`src/verilog/ussu_pkg.sv`:
```
// Purpose: Shared constants and types for the unsigned packed subtract unit.
// Assumes: 32-bit operands, 16 architectural register indices.
// Notes:   Operation codes are chosen by the surrounding decoder.
`default_nettype none
package ussu_pkg;
  localparam int unsigned DATA_W    = 32;
  localparam int unsigned IDX_W     = 4;
  localparam int unsigned HALF_W    = 16;
  localparam int unsigned BYTE_W    = 8;
  localparam int unsigned SAT_W     = 4;
  localparam int unsigned ROT_W     = 2;
  localparam int unsigned SHAMT_W   = 5;
  localparam int unsigned GE_W      = 4;
  // Register indices whose use makes an encoding unpredictable.
  localparam logic [3:0] IDX_STACK  = 4'h000d;
  localparam logic [3:0] IDX_PC     = 4'h000f;
  // Shift amount that selects the dual-half saturate form.
  localparam logic [4:0] SHAMT_DUAL = 5'h0_0000;
  // Rotation step in bits per code of the rotation field.
  localparam int unsigned ROT_STEP  = 8;
  // Sum threshold for the exchange add lane carry.
  localparam logic [16:0] SUM_CARRY = 17'h1_0000;
  // Values after reset of the registered outputs.
  localparam logic [31:0] RESULT_RST = 32'h0000_0000;
  localparam logic [3:0]  GE_RST     = 4'h0000;
  localparam logic        Q_RST      = 1'b0;

  // Operation selected by the decoder.
  typedef enum logic [2:0] {
    OP_NONE,
    OP_SAT_ORIGIN,
    OP_DUAL_HALF_SAT,
    OP_XCHG_SUB_ADD,
    OP_DUAL_HALF_SUB,
    OP_QUAD_BYTE_SUB,
    OP_ROT_EXT_ADD
  } ussu_op_type;

  // True when an index is the stack pointer or program counter.
  function automatic logic bad_index(input logic [3:0] idx);
    return (idx == IDX_STACK) || (idx == IDX_PC);
  endfunction
endpackage
`default_nettype wire

```
`src/verilog/ussu_lane_if.sv`:
```
// Purpose: Carries operands and lane results between the top and the
//          lane arithmetic.
// Assumes: Single clock domain, purely combinational signals.
// Notes:   The top drives operands, the lane module drives results.
`default_nettype none
interface ussu_lane_if;
  import ussu_pkg::*;
  logic [31:0] opa;        // First operand value.
  logic [31:0] opb;        // Second operand value.
  logic [3:0]  sat_pos;    // Saturation bit position.
  logic [1:0]  rot_code;   // Rotation field.
  logic [31:0] sat_res;    // Dual-half saturate result.
  logic        sat_hit;    // Either half saturated.
  logic [31:0] xsa_res;    // Exchange subtract/add result.
  logic [3:0]  xsa_ge;     // Exchange lane flags.
  logic [31:0] sub16_res;  // Dual-half difference.
  logic [3:0]  sub16_ge;   // Dual-half lane flags.
  logic [31:0] sub8_res;   // Quad-byte difference.
  logic [3:0]  sub8_ge;    // Quad-byte lane flags.
  logic [31:0] ext_res;    // Rotate, extend and add result.
  modport top  (output opa, opb, sat_pos, rot_code,
                input  sat_res, sat_hit, xsa_res, xsa_ge, sub16_res,
                       sub16_ge, sub8_res, sub8_ge, ext_res);
  modport lane (input  opa, opb, sat_pos, rot_code,
                output sat_res, sat_hit, xsa_res, xsa_ge, sub16_res,
                       sub16_ge, sub8_res, sub8_ge, ext_res);
endinterface
`default_nettype wire

```
`src/verilog/ussu_top.sv`:
```
// Purpose: Unsigned packed subtract, saturate and extend-add unit.
// Assumes: Operands arrive with a condition-pass qualifier each cycle.
// Notes:   Results are presented combinationally and also registered.
//
// Summary of operation
// - Saturate signed halves to chosen unsigned range.
// - Zero-extend saturated halves into matching destination halves.
// - Set sticky saturation on any committed clamp; only reset clears it.
// - Flag reserved indices on dual saturate.
// - Exchange: low sum, high difference truncated.
// - Exchange flags from sum carry and difference.
// - Dual-half subtract, truncated per half.
// - Dual-half flags pairwise on no borrow.
// - Quad-byte subtract, truncated per byte.
// - Per-byte flag set on no borrow.
// - Flag reserved indices on subtract forms.
// - Commit only when condition passes.
// - Rotate, take low byte, zero-extend, add.
// - Rotation amount is field times eight.
// - Select dual saturate from shift fields.
`default_nettype none
module ussu_top (
  input  wire logic                  clk_i,
  input  wire logic                  reset_i,
  input  wire logic                  issue_i,
  input  wire logic                  cond_pass_i,
  input  wire ussu_pkg::ussu_op_type op_i,
  input  wire logic [3:0]            dest_idx_i,
  input  wire logic [3:0]            first_operand_reg_index_i,
  input  wire logic [3:0]            second_operand_reg_index_i,
  input  wire logic [31:0]           first_value_i,
  input  wire logic [31:0]           second_value_i,
  input  wire logic [3:0]            sat_pos_i,
  input  wire logic [1:0]            rot_code_i,
  input  wire logic                  shift_type_i,
  input  wire logic [4:0]            shift_amt_i,
  input  wire logic                  packed_ext_i,
  output logic [31:0]                result_o,
  output logic [3:0]                 dest_idx_o,
  output logic                       dest_we_o,
  output logic [3:0]                 lane_greater_equal_flags_o,
  output logic                       ge_we_o,
  output logic                       sticky_saturation_flag_o,
  output logic                       unpred_o,
  output logic [31:0]                result_reg_o,
  output logic [3:0]                 ge_reg_o
);
  import ussu_pkg::*;

  ussu_lane_if lif ();
  ussu_op_type op_res;   // Resolved operation.
  logic        unpred;   // Reserved index in use.
  logic        commit;   // Instruction retires this cycle.
  logic [31:0] res_mux;  // Selected result.
  logic [3:0]  ge_mux;   // Selected flags.
  logic        ge_upd;   // Operation writes the flags.
  logic        q_hit;    // Operation saturated.
  logic        q_reg;    // Sticky saturation state.
  logic        q_next;
  logic [31:0] res_reg;
  logic [31:0] res_next;
  logic [3:0]  ge_reg;
  logic [3:0]  ge_next;

  //////////////////////////////////////////////////////////////////////
  // Decode and lane arithmetic.
  ussu_decode u_dec (
    .op_i         (op_i),
    .dest_idx_i   (dest_idx_i),
    .first_idx_i  (first_operand_reg_index_i),
    .second_idx_i (second_operand_reg_index_i),
    .shift_type_i (shift_type_i),
    .shift_amt_i  (shift_amt_i),
    .packed_ext_i (packed_ext_i),
    .op_o         (op_res),
    .unpred_o     (unpred)
  );

  assign lif.opa      = first_value_i;
  assign lif.opb      = second_value_i;
  assign lif.sat_pos  = sat_pos_i;
  assign lif.rot_code = rot_code_i;

  ussu_lanes u_lanes (
    .lif (lif.lane)
  );

  //////////////////////////////////////////////////////////////////////
  // Result select; a failed condition suppresses every write.
  always_comb begin
    commit = issue_i & cond_pass_i & (op_res != OP_NONE);
    ge_upd = 1'b0;
    q_hit  = 1'b0;
    ge_mux = ge_reg;
    case (op_res)
      OP_DUAL_HALF_SAT: begin
        res_mux = lif.sat_res;
        q_hit   = lif.sat_hit;
      end
      OP_XCHG_SUB_ADD: begin
        res_mux = lif.xsa_res;
        ge_mux  = lif.xsa_ge;
        ge_upd  = 1'b1;
      end
      OP_DUAL_HALF_SUB: begin
        res_mux = lif.sub16_res;
        ge_mux  = lif.sub16_ge;
        ge_upd  = 1'b1;
      end
      OP_QUAD_BYTE_SUB: begin
        res_mux = lif.sub8_res;
        ge_mux  = lif.sub8_ge;
        ge_upd  = 1'b1;
      end
      OP_ROT_EXT_ADD:
        res_mux = lif.ext_res;
      default:
        res_mux = RESULT_RST;
    endcase
    // Write enables leave with the result in one cycle.
    result_o  = res_mux;
    dest_idx_o = dest_idx_i;
    dest_we_o = commit;
    ge_we_o   = commit & ge_upd;
    lane_greater_equal_flags_o = ge_mux;
    unpred_o  = issue_i & unpred;
    // Sticky: only ever set, a miss leaves it alone.
    q_next   = q_reg | (commit & q_hit);
    res_next = commit ? res_mux : res_reg;
    ge_next  = (commit & ge_upd) ? ge_mux : ge_reg;
  end

  //////////////////////////////////////////////////////////////////////
  // Architectural copies of the last committed result and flags.
  always_ff @(posedge clk_i or posedge reset_i) begin
    if (reset_i) begin
      q_reg   <= Q_RST;
      res_reg <= RESULT_RST;
      ge_reg  <= GE_RST;
    end else begin
      q_reg   <= q_next;
      res_reg <= res_next;
      ge_reg  <= ge_next;
    end
  end

  assign sticky_saturation_flag_o = q_reg;
  assign result_reg_o = res_reg;
  assign ge_reg_o     = ge_reg;
endmodule
`default_nettype wire

```
`src/verilog/ussu_lanes.sv`:
```
// Purpose: Combinational lane arithmetic for all packed operations.
// Assumes: Operands are stable for the cycle.
// Notes:   Every operation is computed in parallel; the top selects one.
`default_nettype none
module ussu_lanes (
  ussu_lane_if.lane lif
);
  import ussu_pkg::*;

  // Clamp a signed half to 0 .. 2^pos-1; flag when clamping happened.
  function automatic logic [16:0] usat_half(input logic [15:0] v,
                                            input logic [3:0]  pos);
    logic [15:0] maxv;
    maxv = 16'((17'h0_0001 << pos) - 17'h0_0001);
    if (v[15])
      return {1'b1, 16'h0000};
    else if (v > maxv)
      return {1'b1, maxv};
    else
      return {1'b0, v};
  endfunction

  logic [16:0] sat_lo;   // Low half clamp with flag.
  logic [16:0] sat_hi;   // High half clamp with flag.
  logic [16:0] sum_x;    // Exchange sum with carry.
  logic [16:0] dif_x;    // Exchange difference with borrow.
  logic [16:0] dif_lo;   // Low half difference.
  logic [16:0] dif_hi;   // High half difference.
  logic [8:0]  dif_b [4];// Byte differences with borrow.
  logic [31:0] rot;      // Rotated second operand.

  // All lane arithmetic in one combinational process.
  always_comb begin
    sat_lo = usat_half(lif.opa[15:0], lif.sat_pos);
    sat_hi = usat_half(lif.opa[31:16], lif.sat_pos);
    lif.sat_res = {sat_hi[15:0], sat_lo[15:0]};
    lif.sat_hit = sat_lo[16] | sat_hi[16];
    sum_x = {1'b0, lif.opa[15:0]} + {1'b0, lif.opb[31:16]};
    dif_x = {1'b0, lif.opa[31:16]} - {1'b0, lif.opb[15:0]};
    lif.xsa_res = {dif_x[15:0], sum_x[15:0]};
    lif.xsa_ge = {{2{~dif_x[16]}},
                  {2{sum_x >= SUM_CARRY}}};
    dif_lo = {1'b0, lif.opa[15:0]} - {1'b0, lif.opb[15:0]};
    dif_hi = {1'b0, lif.opa[31:16]} - {1'b0, lif.opb[31:16]};
    lif.sub16_res = {dif_hi[15:0], dif_lo[15:0]};
    lif.sub16_ge = {{2{~dif_hi[16]}}, {2{~dif_lo[16]}}};
    // Flag bit i follows byte i; the printed byte three pairing for
    // bit one is taken as a slip.
    for (int i = 0; i < 4; i++) begin
      dif_b[i] = {1'b0, lif.opa[8*i +: 8]} - {1'b0, lif.opb[8*i +: 8]};
      lif.sub8_res[8*i +: 8] = dif_b[i][7:0];
      lif.sub8_ge[i] = ~dif_b[i][8];
    end
    rot = (lif.opb >> (lif.rot_code * ROT_STEP)) |
          (lif.opb << (DATA_W - lif.rot_code * ROT_STEP));
    if (lif.rot_code == 2'b00)
      rot = lif.opb;
    lif.ext_res = lif.opa + {24'h00_0000, rot[7:0]};
  end
endmodule
`default_nettype wire

```
`src/verilog/ussu_decode.sv`:
```
// Purpose: Resolves the shared saturate encoding and checks indices.
// Assumes: The decoder gives a raw operation and the shift fields.
// Notes:   Unpredictable encodings are flagged only, never trapped.
`default_nettype none
module ussu_decode (
  input  wire ussu_pkg::ussu_op_type op_i,
  input  wire logic [3:0]            dest_idx_i,
  input  wire logic [3:0]            first_idx_i,
  input  wire logic [3:0]            second_idx_i,
  input  wire logic                  shift_type_i,
  input  wire logic [4:0]            shift_amt_i,
  input  wire logic                  packed_ext_i,
  output var  ussu_pkg::ussu_op_type op_o,
  output logic                       unpred_o
);
  import ussu_pkg::*;

  // Resolve the operation and flag reserved register use.
  always_comb begin
    op_o = op_i;
    if (op_i == OP_SAT_ORIGIN) begin
      // Only the half form belongs here; the plain form passes on.
      if (shift_type_i && shift_amt_i == SHAMT_DUAL && packed_ext_i)
        op_o = OP_DUAL_HALF_SAT;
      else
        op_o = OP_NONE;
    end
    case (op_o)
      OP_DUAL_HALF_SAT:
        unpred_o = bad_index(dest_idx_i) |
                   bad_index(first_idx_i);
      OP_XCHG_SUB_ADD, OP_DUAL_HALF_SUB, OP_QUAD_BYTE_SUB:
        unpred_o = bad_index(dest_idx_i) | bad_index(first_idx_i) |
                   bad_index(second_idx_i);
      OP_ROT_EXT_ADD:
        unpred_o = bad_index(dest_idx_i) |
                   (first_idx_i == IDX_STACK) |
                   bad_index(second_idx_i);
      default:
        unpred_o = 1'b0;
    endcase
  end
endmodule
`default_nettype wire

```
`config.mk`:
```
export PLATFORM = sky130hd
export DESIGN_NAME = ussu_top
export DESIGN_NICKNAME = d
export VERILOG_FILES = /design/src/verilog/ussu_pkg.sv /design/src/verilog/ussu_lane_if.sv /design/src/verilog/ussu_top.sv /design/src/verilog/ussu_lanes.sv /design/src/verilog/ussu_decode.sv
export SDC_FILE = /design/constraint.sdc
export NUM_CORES = 1
export LEC_CHECK = 0
export BUFFER_PORTS_ARGS = -buffer_cell sky130_fd_sc_hd__buf_2
export CAP_MARGIN = 20
export CORE_ASPECT_RATIO = 0.7
export CORE_MARGIN = 5
export CORE_UTILIZATION = 40
export DETAILED_ROUTE_END_ITERATION = 16
export SETUP_SLACK_MARGIN = 0.5
export SLEW_MARGIN = 10
export SYNTH_ARGS = -nofsm -noshare
export SYNTH_HDL_FRONTEND = slang
export SYNTH_SLANG_ARGS = --single-unit
```
`constraint.sdc`:
```
create_clock -name clk_i -period 8.02 [get_ports clk_i]
set_input_delay 1.604 -clock clk_i [delete_from_list [all_inputs] [get_ports clk_i]]
set_output_delay 1.604 -clock clk_i [all_outputs]
set_load 0.01 [all_outputs]
```
; ---- Yosys cells after proc, flatten, opt, wreduce, memory -nomap -nowiden
; Index checks and enable logic that the tools add are counted.
[classes]
eq_ne = 12
reduce_logical = 9
addsub = 11
muxes = 12
n_lt_le_gt_ge = 3
shifts = 3
n_bitwise = 19
[ops]
columns = operator, count
row1 = $pmux 32 s5, 1
row2 = $mux 17, 4
row3 = $sub 16x16->17, 3
row4 = $sub 8x8->9, 4
row5 = $add 32x8->32, 1
row6 = $gt 16x16->1, 2
row7 = $shl 32x32->8, 1
row8 = $shr 32x5->8, 1
row9 = $eq 4x4->1 const B, 6
row10 = $add 16x16->17, 1
row11 = $ge 17x17->1 const B, 1
row12 = $shl 1x4->16 const A, 1
row13 = $sub 16x1->16 const B, 1
row14 = $pmux 4 s3, 1
row15 = $eq 3x3->1 const B, 3
row16 = $mux 8, 1
row17 = $or 8x8->8, 1
row18 = $not 1->1, 7
row19 = $sub 6x5->7 const A, 1
row20 = $eq 3x2->1 const B, 2
row21 = $or 1x1->1, 6
row22 = $and 1x1->1, 5
row23 = $logic_not 5->1, 1
row24 = $eq 3x1->1 const B, 1
row25 = other kinds (9), 13
[word_totals]
input_bits = 96
wordCells = 72
out_inout_bits = 80
regBits = 37

; ---- Depth between registers and ports, before layout
; Gate-level depths: netlist (run 1).
[logic_depth]
depth_word = 9
ltp_mapped = 21

; ---- By module
; Synthesis (run 1) repeated with hierarchy kept, for this count alone.
[unflattened]
cells_unflattened = 1204
area_unflattened_um2 = 9361.5
[by_module_without_submodules]
columns = module, cells_per_inst, area_per_inst_um2, seq_area_each_um2, instances
row1 = ussu_lanes, 819, 5896.9, 0.0, 1
row2 = ussu_top, 367, 3335.7, 925.9, 1
row3 = ussu_decode, 18, 128.9, 0.0, 1

; ---- Worst setup path before layout (run 1)
; No wires, ideal clock.
[synth_timing]
path_kind = input to output
from = input port sat_pos_i[0]
to = output port result_o[29]
arrival_ps = 5395
stages = 18
path_slack_ps = 1021
path_cell_list = buf_4 -> or2_2 -> or2_2 -> ha_1 -> buf_4 -> nor3_1 -> a21oi_1 -> o21ai_0 -> inv_1 -> ha_1 -> o211ai_1 -> nor2_1 -> a221o_1 -> a31o_1 -> o21ai_4 -> mux2_1 -> a221oi_1 -> nand2_1
[synth_between]
elab_chain_cells = 6
[synth_rtl]
columns = item, line
row1 = start: declaration, ussu_top.sv:33  ; input wire logic [3:0] sat_pos_i,
row2 = $shl 1x4->16 (*), ussu_lanes.sv:14  ; maxv = 16'((17'h0_0001 << pos) - 17'h0_0001);
row3 = $sub 16x1->16 (*), ussu_lanes.sv:14
row4 = $gt 16x16->1, ussu_lanes.sv:17  ; else if (v > maxv)
row5 = $mux 17 (*), ussu_lanes.sv:17
row6 = $mux 17 (*), ussu_lanes.sv:15  ; if (v[15])
row7 = $pmux 32 s5 (*), ussu_top.sv:95  ; case (op_res)
row8 = end: declaration, ussu_top.sv:38  ; output logic [31:0] result_o,
; Mark *: on every way between the ends. The rest lies on a longest branch, timed or not.

; ---- Worst setup path in the final report (run 1)
[layout_timing]
from = input port sat_pos_i[0]
to = output port result_o[9]
; The elaborated chain is that of the path after synthesis.

==> results by group, run 1 <==
Clock network
  – CTS Buffer Depth: 2
  – Hold-fix buffers, CTS: 0
  – CTS tree: built
  – Clk root buf: clkbuf_16
  – Post-CTS setup buffers: 0
  – H-tree depth: 2
  – Clock-pin slew on the worst setup and hold paths: ~0.06 ns
  – # clock sinks: 37
  – Num CTS Buffers: 5
  – Worst skew pair latency: roughly 0.30 ns

Cells and area
  – Most frequent cells in the layout: 172 x buf_2, 102 x ha_1, 82 x nor2_1
  – Nets: approximately 1400
  – Commonest non-fill, non-tap cell in the layout: buf_2
  – Area Overhead vs Synth: 15.71%
  – Layout cells sized above 1: a little over a fifth
  – Number of antenna diodes: 0
  – Cell area after layout: between 9000 and 10000 µm²

Min path
  – Hold worst-path end: sticky_saturation_flag_o
  – Hold path start: sticky_saturation_flag_o
  – Worst Hold Depth: 1
  – Hold Crit Class: reg2reg

Pwr
  – Power Total: around 1.3 mW
  – Comb power frac: about three fifths
  – Power Density: 131.2 nW/µm²
  – Clk network pwr share: between 10% and 20%
  – Leakage: 4.571 nW
  – Sw Share: between 40% and 50%
  – Switching pwr: between 500 and 600 µW
  – Int Pwr: approximately 690 µW
  – Seq pwr share: around a fifth
  – Max rail drop VDD: slightly below 70 µV

STA
  – Final period util: a little over 90%
  – Min Tclk post-route: between 7 and 8 ns
  – Fmax: between 100 and 150 MHz
  – Slew HR: between 20% and 30%
  – Final hold violations: 0
  – Setup TNS: 0 ns
  – Final Slew Violations: 0
  – Setup Skew: 0 ns
  – RSZ-0062 raised after global routing: false
  – Worst Max-Slew Pin Slew: ~1.1 ns
  – Final setup fails: 0

Die
  – Die span in x: ~180 µm
  – Core ar.: 20590 µm²
  – Initial Utilization: between 40% and 50%
  – Die ar.: around 24000 µm²
  – Row count: 44
  – # IOs: between 150 and 200
  – Chip height: 130.6 µm

Detailed routing
  – DRT iter0 DRCs: approximately 1000
  – TritonRoute pass-1 iters: 6
  – Vias per Instance: ~6.1
  – Final ANT Viol Nets: 0
  – DR DRC count: 0
  – Routed wire length: 33.46 mm
  – Vias after detailed routing: 9229
  – WL per Instance: approximately 22 µm

Critical path
  – Worst r2r src: ge_reg_o[3]
  – Setup slack, reg-to-reg: 7.10 ns
  – CP max-delay cell: a32oi_1
  – Worst Reg-to-Reg Cells: 2
  – Worst reg2reg path endpoint: ge_reg_o[3]
  – Crit path launch type: primary input
  – Crit path cell chain: buf_2, or2_2, or2_2, ha_2, xnor2_1, a32oi_1, ha_1, and4_1, a221o_1, a31oi_1, o211a_4, nor3_1, o21ai_0, nand3_1, buf_2
  – CP arrival: about 5.7 ns
  – CP Max Fanout: 13
  – Worst endpoint required time: ~6.4 ns
  – Type of the worst setup path: in2out
  – CP endpoint kind: output pin
  – Largest stage delay, worst path: between 0.4 and 0.5 ns

Place
  – Dpl hpwl: 28.09 mm
  – Post-DP Area: roughly 9400 µm²
  – Port Buf Inserts: around 170
  – GP Congestion: about 0.95

Logic synthesis
  – Post-synth cell types: between 90 and 100
  – Post-synthesis register bit count: 37
  – Syn Inst Count: approximately 1100
  – Post-synth EDFFs: 0
  – Area of the mapped netlist: slightly above 8000 µm²
  – Synth Flop Type: dfrtp_1
  – Asr flop ratio synth: 100.0%
  – Seq/Total Area, Yosys: between 10% and 20%
  – Synth Warn #: 0
  – Syn Area/Cell: approximately 7.7 µm²

GRT
  – Pin count of the biggest net entering global routing: 48
  – Total GRT Usage: 27.11%
  – First-pass GRT wire length: 49.46 mm
  – GRT overflow: 0
  – Vias in the first global route: slightly above 8000
  – Initial antenna violation count: 0

Outcome
  – Status: finished clean

Run
  – Max-Cap Viols: 0
[final cells by class]
cell class / instances / area, µm²
sequential: 37 / 925.9
clock buffer: 6 / 138.9
tap: 276 / 345.3
clock inverter: 2 / 37.54
timing repair buffer: 187 / 977.2
fill: 2157 / 10980
multi-input combinational: 920 / 6914
inverter: 73 / 274.0
[state kept, by name (all words and copies together) (netlist names)]
register	flops
result_reg_o	32
sticky_saturation_flag_o	1
ge_reg_o	4
[worst max path at each step]
stage | start | endpoint | slack [ns]
floorplan | sat_pos_i[0] | result_o[29] | 1.02
global placement | sat_pos_i[3] | result_o[22] | 0.53
detailed placement | sat_pos_i[3] | result_o[22] | 0.50
CTS | sat_pos_i[3] | result_o[9] | 0.52
global route | sat_pos_i[3] | result_o[9] | 0.50
finish | sat_pos_i[0] | result_o[9] | 0.68
[synth_stat cells (all sizes together), types with 22 or more instances]
master	instances	share of area, %
a21oi	72	4.3
ha	103	16
xnor2	39	4.1
a21o	36	3.3
nand3	37	2.2
mux2	27	3.7
a31oi	22	1.7
clkbuf	27	1.2
o21ai	58	3.8
nand2	77	3.5
dfrtp	37	11
nor2	82	3.7
xor2	25	2.6
inv	73	3.3
[worst max-delay path: cells and delay by family]
kind,cells,cell delay [ns]
AOI/OAI and AO/OA,5,1.87
and+or+nand+nor,5,1.15
adders and majority gates,2,0.62
buffers and inverters,2,0.35
xor gates and xnor gates,1,0.14
[what timing repair did]
action	in CTS	in global routing
pin swaps	0	0
hold endpoints to repair	0	0
setup endpoints to repair	2	17
resized for setup	1	6
[power groups by stage]
stage,clock network [mW],logic [mW],registers (mW)
3_3_place_gp,0,0.745,0.251
2_1_floorplan,0,0.470,0.272
3_5_place_dp,0,0.749,0.253
4_1_cts,0.249,0.752,0.250
5_1_grt,0.258,0.834,0.255
6_report,0.245,0.767,0.250
[cell families after synthesis]
| logic type | count (synthesis) | share of synthesized area, % |
|---|---|---|
| xor gates and xnor gates | 64 | 6.747 |
| adders and majority gates | 112 | 17.44 |
| other | 1 | 0.04514 |
| buffers and inverters | 119 | 5.964 |
| AOI/OAI and AO/OA | 358 | 30.48 |
| and+or+nand+nor | 333 | 20.38 |
| muxes | 51 | 7.801 |
| DFF | 37 | 11.14 |
[metrics by stage]
stage	setup slack [ns]	hold slack [ns]	utilization (%)	std cells
global placement	0.5294	0.4555	45.67	1492
floorplan	1.021	0.5117	-	1076
finish	0.6792	0.4830	46.69	1501
global route	0.4995	0.4930	46.69	1501
CTS	0.5219	0.4834	46.52	1500
detailed placement	0.5026	0.4610	45.67	1492
[layer usage]
layer  vias up  track usage, %  wire [µm]
met5         -               0          0
met3        31           6.198       3620
met4         0           3.838        346
met1      4376           42.46      16260
li1       4362               -          -
met2       460           38.25      13240
Note: power is estimated with default switching activity, not from simulation.
==> inputs of run 2 (changes only) <==
--- a/config.mk
+++ b/config.mk
@@ -9,7 +9,7 @@
 export CAP_MARGIN = 20
 export CORE_ASPECT_RATIO = 0.7
 export CORE_MARGIN = 5
-export CORE_UTILIZATION = 40
+export CORE_UTILIZATION = 35
 export DETAILED_ROUTE_END_ITERATION = 16
 export SETUP_SLACK_MARGIN = 0.5
 export SLEW_MARGIN = 10
==> run 2 against run 1 <==
Worst setup slack better by 0.034 ns. Non-clock buffer count stayed put. Wire length is 3.9% higher. Global-route usage is 2.5 points lower. Largest cell class unchanged. Register-to-register slack hardly changed. Via count is 1.4% higher.
==> results by group, run 2 (synthesis gave the netlist of run 1 again) <==
Detailed routing
  – Vias per Instance: 6.064 (-1.4%)
  – Vias after detailed routing: 9356 (+1.4%)
  – Routed wl met3: 4.368 mm (+21%)
  – Wire length on met2: 13.77 mm (+4.0%)
  – TritonRoute pass-1 iters: 5 (-1)
  – Routed wire length: 34.77 mm (+3.9%)
  – WL per Instance: 22.53 µm (+1.1%)
  – Final ANT Viol Nets: 0 (unchanged)
  – Met1 Wirelength: 16.29 mm (+0.19%)
  – DRT iter0 DRCs: 1098 (+9.7%)
  – DR DRC count: 0 (unchanged)
  – Top Metal Used: met4

STA
  – RSZ-0062 raised after global routing: false
  – Fin Hold WS: 0.4854 ns (+0.002484 ns)
  – Min Tclk post-route: 7.307 ns (-0.03362 ns)
  – Final hold violations: 0 (unchanged)
  – Slew HR: 32.71% (+3.2 points)
  – Final period util: 91.11% (-0.42 points)
  – Final Slew Violations: 0 (unchanged)
  – Setup Skew: 0 ns (unchanged)
  – Setup TNS: 0 ns (unchanged)
  – Fmax: 136.9 MHz (+0.46%)
  – Final setup fails: 0 (unchanged)
  – Worst Max-Slew Pin Slew: 1.007 ns (-0.05076 ns)

Clock network
  – Clock-pin slew on the worst setup and hold paths: 0.06 ns (about the same)
  – Hold-fix buffers, CTS: 0 (unchanged)
  – CTS Buffer Depth: 2 (unchanged)
  – H-tree depth: 2 (unchanged)
  – Clk root buf: clkbuf_16
  – Num CTS Buffers: 5 (unchanged)
  – Worst skew pair latency: 0.30 ns (about the same)
  – CTS tree: built
  – # clock sinks: 37 (unchanged)

GRT
  – Pin count of the biggest net entering global routing: 48 (unchanged)
  – First-pass GRT wire length: 51.97 mm (+5.1%)
  – Initial antenna violation count: 0 (unchanged)
  – GRT overflow: 0 (unchanged)
  – Total GRT Usage: 24.58% (-2.5 points)
  – Vias in the first global route: 8612 (+4.0%)

Place
  – Dpl hpwl: 28.92 mm (+3.0%)
  – Post-DP Area: 9440 µm² (+0.40%)
  – GP Congestion: 0.9495 (-0.44%)
  – Port Buf Inserts: 172 (unchanged)

Cells and area
  – Most frequent cells in the layout: 172 x buf_2, 102 x ha_1, 82 x nor2_1
  – Nets: 1430 (unchanged)
  – Max FFs per register: 32 (unchanged)
  – Layout cells sized above 1: 21.55% (unchanged)
  – Fin util: 40.94% (-5.7 points)
  – Cell area after layout: 9630 µm² (+0.18%)
  – Commonest non-fill, non-tap cell in the layout: buf_2
  – Filler cell count: 2534 (+17%)
  – Area Overhead vs Synth: 15.92%
  – Number of antenna diodes: 0 (unchanged)

Critical path
  – Worst r2r src: ge_reg_o[3]
  – Worst endpoint required time: 6.42 ns (about the same)
  – Type of the worst setup path: in2out
  – Setup slack, reg-to-reg: 7.10 ns (about the same)
  – Worst reg2reg path endpoint: ge_reg_o[3]
  – Worst Reg-to-Reg Cells: 2 (unchanged)
  – CP endpoint kind: output pin
  – CP arrival: 5.70 ns (-0.04 ns)
  – Crit path launch type: primary input
  – CP Max Fanout: 11 (-2)

Pwr
  – Max rail drop VDD: 63.15 µV (-9.0%)
  – Power Density: 127.9 nW/µm² (-2.5%)
  – Power Total: 1.232 mW (-2.3%)
  – Leakage: 4.556 nW (-0.32%)

Die
  – Core ar.: 23520 µm² (+14%)
  – Die ar.: 26970 µm² (+13%)
  – Chip height: 138.9 µm (+6.4%)
  – # IOs: 176 (unchanged)
  – Die span in x: 194.1 µm (+6.5%)
  – Row count: 47 (+6.8%)
  – Initial Utilization: 35.32% (-5.0 points)

Run
  – Max-Cap Viols: 0 (unchanged)

Min path
  – Hold Crit Class: reg2reg
  – Worst Hold Depth: 1 (unchanged)
  – Hold path start: sticky_saturation_flag_o
  – Hold worst-path end: sticky_saturation_flag_o

Outcome
  – Status: finished clean
run 2: report_power, final:
part | switching [mW] | internal [mW] | total (mW)
registers | 0.0210 | 0.228 | 0.249
logic | 0.467 | 0.312 | 0.779
clock network | 0.0901 | 0.114 | 0.204
run 2: worst max-delay path by stage:
stage	cells past startpoint	slack [ns]	end	from
6_report	18	0.71	result_o[22]	sat_pos_i[0]
5_1_grt	18	0.56	result_o[29]	sat_pos_i[0]
4_1_cts	18	0.52	result_o[29]	sat_pos_i[0]
3_5_place_dp	18	0.43	result_o[29]	sat_pos_i[0]
3_3_place_gp	18	0.45	result_o[29]	sat_pos_i[0]
2_1_floorplan	18	1.02	result_o[29]	sat_pos_i[0]
run 2: cell type report:
| class | instances | area (µm²) | share of cell area [%] |
|---|---|---|---|
| clock buffer | 5 | 125.1 | 1.299 |
| sequential | 37 | 925.9 | 9.614 |
| inverter | 73 | 274.0 | 2.845 |
| multi-input combinational | 920 | 6917 | 71.82 |
| timing repair buffer | 187 | 973.4 | 10.11 |
| clock inverter | 3 | 17.52 | 0.1819 |
| tap | 318 | 397.9 | 4.131 |
run 2: layer usage:
layer / up-vias / track usage, %
li1: 4357 / -
met5: - / 0
met4: 0 / 2.922
met1: 4467 / 38.51
met3: 26 / 5.949
met2: 506 / 34.73
run 2: worst max-delay path, stage by stage:
cell and delay [ns]:
buf_2 0.16, or2_2 0.35, or2_2 0.35, ha_2 0.28
nor3_1 0.17, a21oi_1 0.06, o21ai_1 0.21, inv_1 0.11
ha_1 0.32, o211ai_1 0.18, nor2_1 0.06, a221o_1 0.36
a31o_1 0.25, o21ai_4 0.22, buf_4 0.17, mux2_1 0.32
a221o_1 0.36, buf_2 0.17
run 2: metrics by stage:
stage / std cells / setup WS (ns)
after floorplan: 1076 / 1.021
after global placement: 1532 / 0.4510
after CTS: 1543 / 0.5221
after detailed placement: 1532 / 0.4271
final: 1543 / 0.7128
after global routing: 1543 / 0.5615
run 2: timing repair:
action                                  in CTS  in global routing
pin swaps                                    1                  0
endpoints found under the setup margin       2                 21
gates resized for setup                      1                  6
setup buffers                                3                  0
==> inputs of run 3 (changes only) <==
--- a/config.mk
+++ b/config.mk
@@ -9,8 +9,9 @@
 export CAP_MARGIN = 20
 export CORE_ASPECT_RATIO = 0.7
 export CORE_MARGIN = 5
-export CORE_UTILIZATION = 35
+export CORE_UTILIZATION = 58
 export DETAILED_ROUTE_END_ITERATION = 16
+export PLACE_DENSITY_LB_ADDON = 0.05
 export SETUP_SLACK_MARGIN = 0.5
 export SLEW_MARGIN = 10
 export SYNTH_ARGS = -nofsm -noshare
==> run 3 against run 2 <==
Total power rose by 2.1%. Non-clock buffer count shrank 7. Hold slack got worse by 0.018 ns. Critical path type unchanged.
==> results by group, run 3 (synthesis gave the netlist of run 1 again) <==
STA
  – Fmax: 135.5 MHz (-0.96%)
  – Final Slew Violations: 0 (unchanged)
  – Setup Skew: 0 ns (unchanged)
  – Slew HR: 31.00% (-1.7 points)
  – Setup slack after layout: 0.6419 ns (-0.07087 ns)
  – Min Tclk post-route: 7.378 ns (+0.07087 ns)
  – Final setup fails: 0 (unchanged)
  – Final period util: 92.00% (+0.88 points)
  – RSZ-0062 raised after global routing: false
  – Worst Max-Slew Pin Slew: 1.026 ns (+0.01836 ns)
  – Setup TNS: 0 ns (unchanged)
  – Final hold violations: 0 (unchanged)

Place
  – GP Congestion: 1.024 (+7.9%)
  – Port Buf Inserts: 172 (unchanged)
  – Pre-CTS setup slack: 0.5422 ns (+0.1150 ns)
  – Dpl hpwl: 26.07 mm (-9.9%)

Detailed routing
  – Vias per Instance: 6.768 (+12%)
  – Routed wire length: 31.68 mm (-8.9%)
  – DRT iter0 DRCs: 1024 (-6.7%)
  – Vias after detailed routing: 9530 (+1.9%)
  – WL per Instance: 22.50 µm (-0.14%)
  – Final ANT Viol Nets: 0 (unchanged)
  – TritonRoute pass-1 iters: 5 (unchanged)
  – DR DRC count: 0 (unchanged)

Critical path
  – Crit path launch type: primary input
  – Worst r2r src: ge_reg_o[3]
  – Worst Reg-to-Reg Cells: 2 (unchanged)
  – CP endpoint kind: output pin
  – Type of the worst setup path: in2out
  – Setup slack, reg-to-reg: 7.10 ns (about the same)
  – Worst reg2reg path endpoint: ge_reg_o[3]
  – Beginning of the critical path: sat_pos_i[3]
  – CP arrival: 5.77 ns (+0.07 ns)
  – CP Max Fanout: 13 (+2)
  – Worst endpoint required time: 6.42 ns (about the same)
  – Worst setup endpoint: result_o[22]

Clock network
  – CTS tree: built
  – Hold-fix buffers, CTS: 0 (unchanged)
  – CTS Buffer Depth: 2 (unchanged)
  – Worst skew pair latency: 0.30 ns (about the same)
  – Num CTS Buffers: 5 (unchanged)
  – Clock-pin slew on the worst setup and hold paths: 0.05 ns (about the same)
  – Clk root buf: clkbuf_16
  – H-tree depth: 2 (unchanged)
  – Post-CTS setup buffers: 0 (-3)
  – # clock sinks: 37 (unchanged)

Cells and area
  – Most frequent cells in the layout: 172 x buf_2, 102 x ha_1, 82 x nor2_1
  – Layout cells sized above 1: 21.18% (-0.37 points)
  – Nets: 1423 (-0.49%)
  – Commonest non-fill, non-tap cell in the layout: buf_2
  – Max FFs per register: 32 (unchanged)
  – Filler cell count: 1246 (-51%)
  – Sequential cell area: 925.9 µm² (unchanged)
  – Number of antenna diodes: 0 (unchanged)
  – Area of the multi-input gates: 6917 µm² (unchanged)
  – Area Overhead vs Synth: 13.86%

Pwr
  – Power Density: 133.0 nW/µm² (+4.0%)
  – Power Total: 1.258 mW (+2.1%)
  – Leakage: 4.534 nW (-0.49%)
  – Max rail drop VDD: 89.75 µV (+42%)

Min path
  – Hold Crit Class: reg2reg

GRT
  – Vias in the first global route: 8463 (-1.7%)
  – First-pass GRT wire length: 47.59 mm (-8.4%)
  – GRT overflow: 0 (unchanged)
  – Pin count of the biggest net entering global routing: 48 (unchanged)
  – Total GRT Usage: 36.32% (+12 points)
  – Initial antenna violation count: 0 (unchanged)

Die
  – Die ar.: 16860 µm² (-37%)
  – # IOs: 176 (unchanged)
  – Initial Utilization: 59.50% (+24 points)
  – Die span in x: 153.1 µm (-21%)
  – Row count: 36 (-23%)
  – Core ar.: 13960 µm² (-41%)
  – Chip height: 110.1 µm (-21%)

Run
  – Max-Cap Viols: 0 (unchanged)

Outcome
  – Status: finished clean
==> run 3: changes by cell type in the layout (fill, tap and decap cells not counted), sizes merged <==
cell      before  now
clkinvlp       1    2
buf          187  180
clkbuf         5    6
bufinv         0    1
clkinv         3    0
==> run 3: worst min path at each step <==
| stage | from | endpoint | cells after the start |
|---|---|---|---|
| 3_3_place_gp | sticky_saturation_flag_o | sticky_saturation_flag_o | 1 |
| 3_5_place_dp | sticky_saturation_flag_o | sticky_saturation_flag_o | 1 |
| 5_1_grt | sticky_saturation_flag_o | sticky_saturation_flag_o | 1 |
| 4_1_cts | sticky_saturation_flag_o | sticky_saturation_flag_o | 1 |
| 2_1_floorplan | sticky_saturation_flag_o | sticky_saturation_flag_o | 1 |
| 6_report | sticky_saturation_flag_o | sticky_saturation_flag_o | 1 |
==> run 3: power breakdown <==
group / switching [mW] / internal (mW)
Clock: 0.0852 / 0.155
Sequential: 0.0208 / 0.228
Combinational: 0.460 / 0.309
==> run 3: final cells by class <==
class	instances	share of cell area [%]
timing repair buffer	180	9.775
tap	190	2.513
sequential	37	9.788
clock buffer	6	1.468
inverter	73	2.937
multi-input combinational	920	73.12
clock inverter	2	0.3968
==> run 3: critical path, cell delays in order <==
cell and delay, ns:
buf_2 0.19, clkinvlp_4 0.18, nand2_1 0.15, or2_2 0.40, ha_2 0.28, nor3_1 0.15
a21oi_1 0.06, o21ai_1 0.20, inv_1 0.11, ha_1 0.33, o211ai_1 0.24, nor2_1 0.08
a221o_1 0.37, a31o_1 0.25, o21ai_4 0.17, buf_6 0.18, mux2_1 0.34, a221o_1 0.35
buf_2 0.16
==> run 3: what timing repair did <==
action                                  in CTS  in global routing
gates resized for setup                      1                  7
endpoints found under the setup margin       1                 20
cloned                                       0                  0
==> run 3: metal layers <==
layer	vias to the layer above	track usage, %	routed length, µm
met5	-	0	0
met4	0	9.345	704
met3	54	13.11	5066
met2	648	50.72	12400
met1	4468	52.64	13510
li1	4360	-	-
==> run 3: through the flow <==
step	instance area [µm²]	hold WS [ns]	utilization, %	instances
3_5_place_dp	9250	0.4602	66.25	1400
3_3_place_gp	9250	0.4502	66.25	1400
4_1_cts	9427	0.4725	67.51	1408
6_report	9459	0.4677	67.74	1408
5_1_grt	9459	0.4906	67.74	1408
2_1_floorplan	8312	0.5117	-	1076
